<file path="src/logic/slc_pkg.sv">
package slc_pkg;
    // microprocessor port geometry
    localparam int ADDR_W = 16;
    localparam int DATA_W = 8;

    // register offsets
    localparam logic [15:0] ADDR_DEFECT_STAT0 = 16'h1107;
    localparam logic [15:0] ADDR_INT_STAT0 = 16'h110b;
    localparam logic [15:0] ADDR_INSYNC_THR = 16'h112b;
    localparam logic [15:0] ADDR_RDIL_CTRL = 16'h1933;

    // field positions
    localparam int THR_MSB = 3;
    localparam int THR_W = 4;
    localparam int BIT_LOF = 2;
    localparam int CTL_W = 4;
    localparam int CTL_RDIL_LOS = 0;
    localparam int CTL_RDIL_LOF = 1;

    // values after reset, and the value that unmapped reads return
    localparam logic [3:0] THR_RST = 4'h0;
    localparam logic [3:0] RDIL_CTRL_RST = 4'h2;
    localparam logic [7:0] RDATA_RST = 8'h00;
    localparam logic [7:0] UNMAPPED_DATA = 8'h00;

    // loss-of-frame declaration time: SEF must persist this long
    localparam int T_LOF_DECL_MS = 3;
    localparam int CLK_FREQ_KHZ = 50000;
    localparam int LOF_DECL_CYCLES = T_LOF_DECL_MS * CLK_FREQ_KHZ;
    localparam int DECL_CNT_W = 18;
    localparam logic [3:0] GOOD_CNT_MAX = 4'hf;

    // framing supervision states
    typedef enum logic [2:0] {
        ST_INFRAME = 3'b001,
        ST_SEF_WAIT = 3'b010,
        ST_LOF = 3'b100
    } slc_state_t;
endpackage

</file>
<file path="src/logic/slc_lof_top.sv">
`timescale 1ns/100ps
module slc_lof_top #(
    parameter int LOF_DECL_CYC = slc_pkg::LOF_DECL_CYCLES
) (
    input wire logic REF_CLK_IN,
    input wire logic NRST_IN,
    input wire logic FRAME_START_IN,
    input wire logic A1A2_OK_IN,
    input wire logic SEF_IN,
    input wire logic LOS_IN,
    input wire logic RDIL_DEF_IN,
    input wire logic S1_UNSTABLE_IN,
    input wire logic K1K2_UNSTABLE_IN,
    input wire logic SF_IN,
    input wire logic SD_IN,
    input wire logic SF_CHG_IN,
    input wire logic SD_CHG_IN,
    input wire logic REIL_ERR_IN,
    input wire logic B2_ERR_IN,
    input wire logic B1_ERR_IN,
    input wire logic SEF_CHG_IN,
    input wire logic LOS_CHG_IN,
    input wire logic [slc_pkg::DATA_W-1:0] INT_EN_IN,
    input wire logic UP_CS_N_IN,
    input wire logic UP_RD_N_IN,
    input wire logic UP_WR_N_IN,
    input wire logic [slc_pkg::ADDR_W-1:0] UP_ADDR_IN,
    input wire logic [slc_pkg::DATA_W-1:0] UP_WDATA_IN,
    output logic [slc_pkg::DATA_W-1:0] UP_RDATA_OUT,
    output logic INT_N_OUT,
    output logic TX_RDIL_OUT,
    output logic LOF_OUT
);
    import slc_pkg::*;

    slc_state_t state_q;
    slc_state_t state_d;
    logic [DECL_CNT_W-1:0] decl_cnt_q;
    logic [DECL_CNT_W-1:0] decl_cnt_d;
    logic [THR_W-1:0] good_cnt_q;
    logic [THR_W-1:0] good_cnt_d;
    logic [THR_W-1:0] good_cnt_inc;
    logic [THR_W-1:0] thr_q;
    logic [CTL_W-1:0] rdil_ctl_q;
    logic [DATA_W-1:0] int_flags;
    logic [DATA_W-1:0] int_ev;
    logic [DATA_W-1:0] status_byte;
    logic [DATA_W-1:0] rdata_d;
    logic in_lof;
    logic in_sef_wait;
    logic decl_done;
    logic clear_ok;
    logic lof_decl_ev;
    logic lof_chg_ev;
    logic rd_stb;
    logic wr_stb;
    logic hit_stat;
    logic hit_int;
    logic hit_thr;
    logic hit_ctl;
    logic rd_int;
    logic rdil_d;
    logic int_n_d;

    // microprocessor strobes and address decode
    assign rd_stb = ~UP_CS_N_IN & ~UP_RD_N_IN;
    assign wr_stb = ~UP_CS_N_IN & ~UP_WR_N_IN;
    assign hit_stat = (UP_ADDR_IN == ADDR_DEFECT_STAT0);
    assign hit_int = (UP_ADDR_IN == ADDR_INT_STAT0);
    assign hit_thr = (UP_ADDR_IN == ADDR_INSYNC_THR);
    assign hit_ctl = (UP_ADDR_IN == ADDR_RDIL_CTRL);
    assign rd_int = rd_stb & hit_int;

    // state decode
    assign in_lof = (state_q == ST_LOF);
    assign in_sef_wait = (state_q == ST_SEF_WAIT);

    // SEF persistence timer; any break in SEF restarts it from zero
    assign decl_done = (decl_cnt_q == DECL_CNT_W'(LOF_DECL_CYC - 1));
    assign decl_cnt_d = (in_sef_wait & SEF_IN) ? decl_cnt_q + 18'h1 : '0;
    assign lof_decl_ev = in_sef_wait & SEF_IN & decl_done;

    // good-frame run: zeroed by SEF or a bad frame, saturates so it never wraps past threshold
    assign good_cnt_inc = (good_cnt_q == GOOD_CNT_MAX) ? good_cnt_q : good_cnt_q + 4'h1;
    assign good_cnt_d = (!in_lof || SEF_IN) ? '0 :
                        FRAME_START_IN ? (A1A2_OK_IN ? good_cnt_inc : '0) : good_cnt_q;
    // a threshold of zero clears as soon as SEF is gone, with no frame needed
    assign clear_ok = in_lof & ~SEF_IN & (good_cnt_q >= thr_q);
    assign lof_chg_ev = lof_decl_ev | clear_ok;

    // framing supervision: in frame, SEF timing, loss of frame
    always_comb begin
        state_d = state_q;
        unique case (state_q)
            ST_INFRAME: if (SEF_IN) state_d = ST_SEF_WAIT;
            ST_SEF_WAIT: begin
                if (!SEF_IN) begin
                    state_d = ST_INFRAME;
                end else if (decl_done) begin
                    state_d = ST_LOF;
                end
            end
            ST_LOF: if (clear_ok) state_d = ST_INFRAME;
            default: state_d = ST_INFRAME;
        endcase
    end

    always_ff @(posedge REF_CLK_IN or negedge NRST_IN) begin
        if (!NRST_IN) begin
            state_q <= ST_INFRAME;
            decl_cnt_q <= '0;
            good_cnt_q <= '0;
        end else begin
            state_q <= state_d;
            decl_cnt_q <= decl_cnt_d;
            good_cnt_q <= good_cnt_d;
        end
    end

    // software-written configuration; only the low nibbles exist
    always_ff @(posedge REF_CLK_IN or negedge NRST_IN) begin
        if (!NRST_IN) begin
            thr_q <= THR_RST;
            rdil_ctl_q <= RDIL_CTRL_RST;
        end else begin
            if (wr_stb && hit_thr) thr_q <= UP_WDATA_IN[THR_MSB:0];
            if (wr_stb && hit_ctl) rdil_ctl_q <= UP_WDATA_IN[CTL_W-1:0];
        end
    end

    // interrupt events, one flag per bit; the LOF change comes from this block
    assign int_ev = {SF_CHG_IN, SD_CHG_IN, REIL_ERR_IN, B2_ERR_IN,
                     B1_ERR_IN, lof_chg_ev, SEF_CHG_IN, LOS_CHG_IN};

    genvar gi;
    generate
        for (gi = 0; gi < DATA_W; gi++) begin : g_flag
            slc_rur_flag u_flag (
                .clk_in(REF_CLK_IN),
                .rst_n_in(NRST_IN),
                .set_in(int_ev[gi]),
                .clr_in(rd_int),
                .q_out(int_flags[gi])
            );
        end
    endgenerate

    // defect status is a live view, so it needs no storage of its own
    assign status_byte = {RDIL_DEF_IN, S1_UNSTABLE_IN, K1K2_UNSTABLE_IN, SF_IN,
                          SD_IN, in_lof, SEF_IN, LOS_IN};

    // read mux; unmapped offsets read zero, reserved bits read zero
    assign rdata_d = hit_stat ? status_byte :
                     hit_int ? int_flags :
                     hit_thr ? {{(DATA_W-THR_W){1'b0}}, thr_q} :
                     hit_ctl ? {{(DATA_W-CTL_W){1'b0}}, rdil_ctl_q} : UNMAPPED_DATA;

    // RDI-L follows LOF (and LOS) only while enabled; AIS-L and external sources live elsewhere
    assign rdil_d = (rdil_ctl_q[CTL_RDIL_LOF] & in_lof) |
                    (rdil_ctl_q[CTL_RDIL_LOS] & LOS_IN);
    assign int_n_d = ~|(int_flags & INT_EN_IN);

    // every top output is a flop; read data holds between reads
    always_ff @(posedge REF_CLK_IN or negedge NRST_IN) begin
        if (!NRST_IN) begin
            UP_RDATA_OUT <= RDATA_RST;
            INT_N_OUT <= 1'b1;
            TX_RDIL_OUT <= 1'b0;
            LOF_OUT <= 1'b0;
        end else begin
            if (rd_stb) UP_RDATA_OUT <= rdata_d;
            INT_N_OUT <= int_n_d;
            TX_RDIL_OUT <= rdil_d;
            LOF_OUT <= (state_d == ST_LOF);
        end
    end
endmodule

</file>
<file path="src/logic/slc_rur_flag.sv">
`timescale 1ns/100ps
// sticky event flag, cleared by a read; a set in the clearing cycle wins
module slc_rur_flag (
    input wire logic clk_in,
    input wire logic rst_n_in,
    input wire logic set_in,
    input wire logic clr_in,
    output logic q_out
);
    logic flag_d;

    // set has priority so an event landing on the read is not lost
    assign flag_d = set_in | (q_out & ~clr_in);

    always_ff @(posedge clk_in or negedge rst_n_in) begin
        if (!rst_n_in) begin
            q_out <= 1'b0;
        end else begin
            q_out <= flag_d;
        end
    end
endmodule

</file>
<file path="config.mk">
export PLATFORM = sky130hd
export DESIGN_NAME = slc_lof_top
export DESIGN_NICKNAME = d
export VERILOG_FILES = /design/src/logic/slc_pkg.sv /design/src/logic/slc_lof_top.sv /design/src/logic/slc_rur_flag.sv
export SDC_FILE = /design/constraint.sdc
export NUM_CORES = 1
export LEC_CHECK = 0
export BUFFER_PORTS_ARGS = -buffer_cell sky130_fd_sc_hd__buf_4
export CAP_MARGIN = 30
export CORE_UTILIZATION = 48
export CTS_CLUSTER_SIZE = 40
export DETAILED_ROUTE_END_ITERATION = 8
export PLACE_DENSITY = 0.76
export SLEW_MARGIN = 10
export SYNTH_ARGS = -nofsm -noshare
export SYNTH_HDL_FRONTEND = slang
export SYNTH_SLANG_ARGS = --single-unit
</file>
<file path="constraint.sdc">
create_clock -name REF_CLK_IN -period 1.65 [get_ports REF_CLK_IN]
set_input_delay 0.2475 -clock REF_CLK_IN [delete_from_list [all_inputs] [get_ports REF_CLK_IN]]
set_output_delay 0.2475 -clock REF_CLK_IN [all_outputs]
set_load 0.03 [all_outputs]
</file>
==> impl_metrics.toml <==
[floorplan]
row_count = 26
die_w_um = 76.60
core_um2 = 5238
die_y_um = 76.60
dieArea_um2 = 5868
initial_core_util_pct = 51.00
io_pins = 64

[placement]
io_buffers = 59
place_area_um2 = 3343
gp_congestion = 0.7606
placedCellCount = 405
hpwlAfterDp_mm = 4.495

[synthesis]
syn-num-nets = 319
async_reset_ff_share_pct = 100.0
synth_cell_types = 47
yosysSeqAreaShare_pct = 48.85
syn_inst = 260
synthTopCellsByArea = "dfrtp_1, nor2_1, xor2_1"
yosysWarnings = 0
synth_edf_count = 0
yosysTopAreaCellShare_pct = 45.90
synthesis.area_um2 = 2671
ys.flop_type = "dfrtp_1"
synth_seq_cells = 52
synth.avg_cell_area_um2 = 10.27
yosysTopAreaCell = "dfrtp_1"

[grt]
grt_pass1_wl_mm = 10.54
overflow = 0
antenna_found_initial = 0
grt_max_degree = 53
grt_pass1_vias = 2344
gr-usage-all-layers_pct = 22.57

[clock_tree]
cts_sinks = 52
clockBufferDepth = 2
cts-root-buf = "clkbuf_8"
cts_max_level = 2
cts_tree = "yes"
cts_made_buffers = 5
insertion_delay_ns = 0.31
cts.reportedPaths.clkPinSlew_ns = 0.10

[detailed_routing]
wirelength_mm = 6.082
firstDrtPassIters = 4
vias = 2327
drt-initial-drc-count = 147
antenna_left = 0
vias_per_cell = 5.594
wl_per_cell_um = 14.62
drc = 0

[finish]
layout_common_cells = "buf_4, dfrtp_1, nor2_1"
postLayoutCellArea_um2 = 3507
nNetsFinal = 404
fin_cells = 416
antenna_cells = 0
layout_commonest_cell = "buf_4"
fillers = 404
syn2layout_area_growth_pct = 31.29
utilization_pct = 66.96
drive_gt1_share_pct = 33.82

[timing]
fin_crit_ns = 1.574
setup-tns-final_ns = 0
setup_viol = 0
worstMarginPinSlew_ns = 0.6523
fmax_mhz = 635.3
maxSlewHeadroom_pct = 56.51
period_share_pct = 95.40
hold_viol = 0
grt_setup_unrepaired = "false"
clock_skew_ns = 0.01047
slew_viol_final = 0

[worst_setup_path]
crit_path_end_kind = "register"
path_max_fanout = 9
worstPathRequired_ns = 1.85
cp-start-kind = "register"
worst-setup-path-type = "register to register"
cp.arrival_ns = 1.77
worst-r2r-cell-count = 4

[pwr]
power_density_nw_per_um2 = 746.6
peakVddDrop_uv = 406.8
power_leakage_nw = 1.559

[flow_run]
drv_cap = 0

[worst_hold_path]
hold_depth = 2
hp-class = "input pin to register"

[outcome]
status = "finished clean"
## final timing paths
path,start,endpoint,slack (ns)
setup / recovery,state_q[0]$_DFF_PN1_,LOF_OUT$_DFF_PN0_,0.08
hold / removal,REIL_ERR_IN,g_flag[5].u_flag.q_out$_DFF_PN0_,0.11
hold reg to reg,decl_cnt_q[0]$_DFF_PN0_,decl_cnt_q[0]$_DFF_PN0_,0.49
min in group asynchronous,NRST_IN,decl_cnt_q[6]$_DFF_PN0_,0.50
setup reg to reg,state_q[0]$_DFF_PN1_,LOF_OUT$_DFF_PN0_,0.08
max in group asynchronous,NRST_IN,good_cnt_q[1]$_DFFE_PN0P_,0.71
## metrics by stage
stage | hold WS [ns] | total power, mW | setup WS (ns)
2_1_floorplan | -0.04809 | 1.433 | -0.1571
3_3_place_gp | 0.3213 | 1.598 | -0.1719
3_5_place_dp | 0.3289 | 1.605 | -0.1942
4_1_cts | 0.1003 | 2.645 | 0.08539
5_1_grt | 0.09425 | 2.713 | 0.006903
6_report | 0.1089 | 2.618 | 0.07592
## layer usage
layer	vias to the layer above	global-route usage [%]	routed length, um
met2	75	38.74	2993
met3	12	5.150	324
met4	0	8.077	129
met1	1115	27.73	2635
met5	-	0	0
li1	1125	-	-
## state kept, by name (all words and copies together), names as in the netlist
name	flops
decl_cnt_q	18
TX_RDIL_OUT	1
rdil_ctl_q	4
LOF_OUT	1
state_q	3
UP_RDATA_OUT	8
INT_N_OUT	1
good_cnt_q	4
thr_q	4
g_flag.u_flag.q_out	8
## cells by family (layout without fill, tap and decap cells)
logic type | Yosys count | after routing | synth area share, %
AO/OA/AOI/OAI | 58 | 58 | 15.41
XOR/XNOR | 12 | 12 | 3.934
adder cells (fa/ha/maj) | 6 | 6 | 2.810
buffers and inverters | 19 | 105 | 3.279
flip-flops | 52 | 52 | 48.85
multiplexers | 8 | 8 | 3.373
AND/OR/NAND/NOR | 105 | 105 | 22.34
## where the power goes
group          internal (mW)  switching, mW
clock network          0.607          0.433
registers               1.30         0.0215
logic                  0.135          0.125
## final cells by class
class	instances	area [um^2]	area share, %
Sequential cell	52	1305	37.21
Timing Repair Buffer	87	655.6	18.69
Tap cell	70	87.58	2.497
Clock inverter	2	60.06	1.712
Multi-Input combinational cell	189	1289	36.75
Clock buffer	6	72.57	2.069
Inverter	10	37.54	1.070
## timing repair
item                                    CTS  global route
gates resized for setup                   0             2
endpoints found under the setup margin    0             7
hold endpoints to repair                 48             0
hold buffers                              1             0
setup buffers                             0             2
## synthesized netlist by cell type (5+ instances only)
| library cell | n |
|---|---|
| inv_1 | 10 |
| nand3_1 | 7 |
| a22oi_1 | 5 |
| dfrtp_1 | 49 |
| clkbuf_1 | 6 |
| a211oi_1 | 5 |
| nor2b_1 | 6 |
| and2_1 | 7 |
| xor2_1 | 11 |
| and4_1 | 5 |
| a21o_2 | 7 |
| ha_1 | 6 |
| nand2_1 | 10 |
| mux2_2 | 8 |
| a21oi_1 | 9 |
| nor2_1 | 29 |
| nand4_1 | 11 |
| o21ai_0 | 13 |
## critical path, cell delays in order, from the launching register on
cell     delay, ns
dfstp_2       0.41
or4b_1        0.55
nor2_1        0.19
o31ai_2       0.12
a21o_1        0.20
Power figures use the tool's default switching activity.
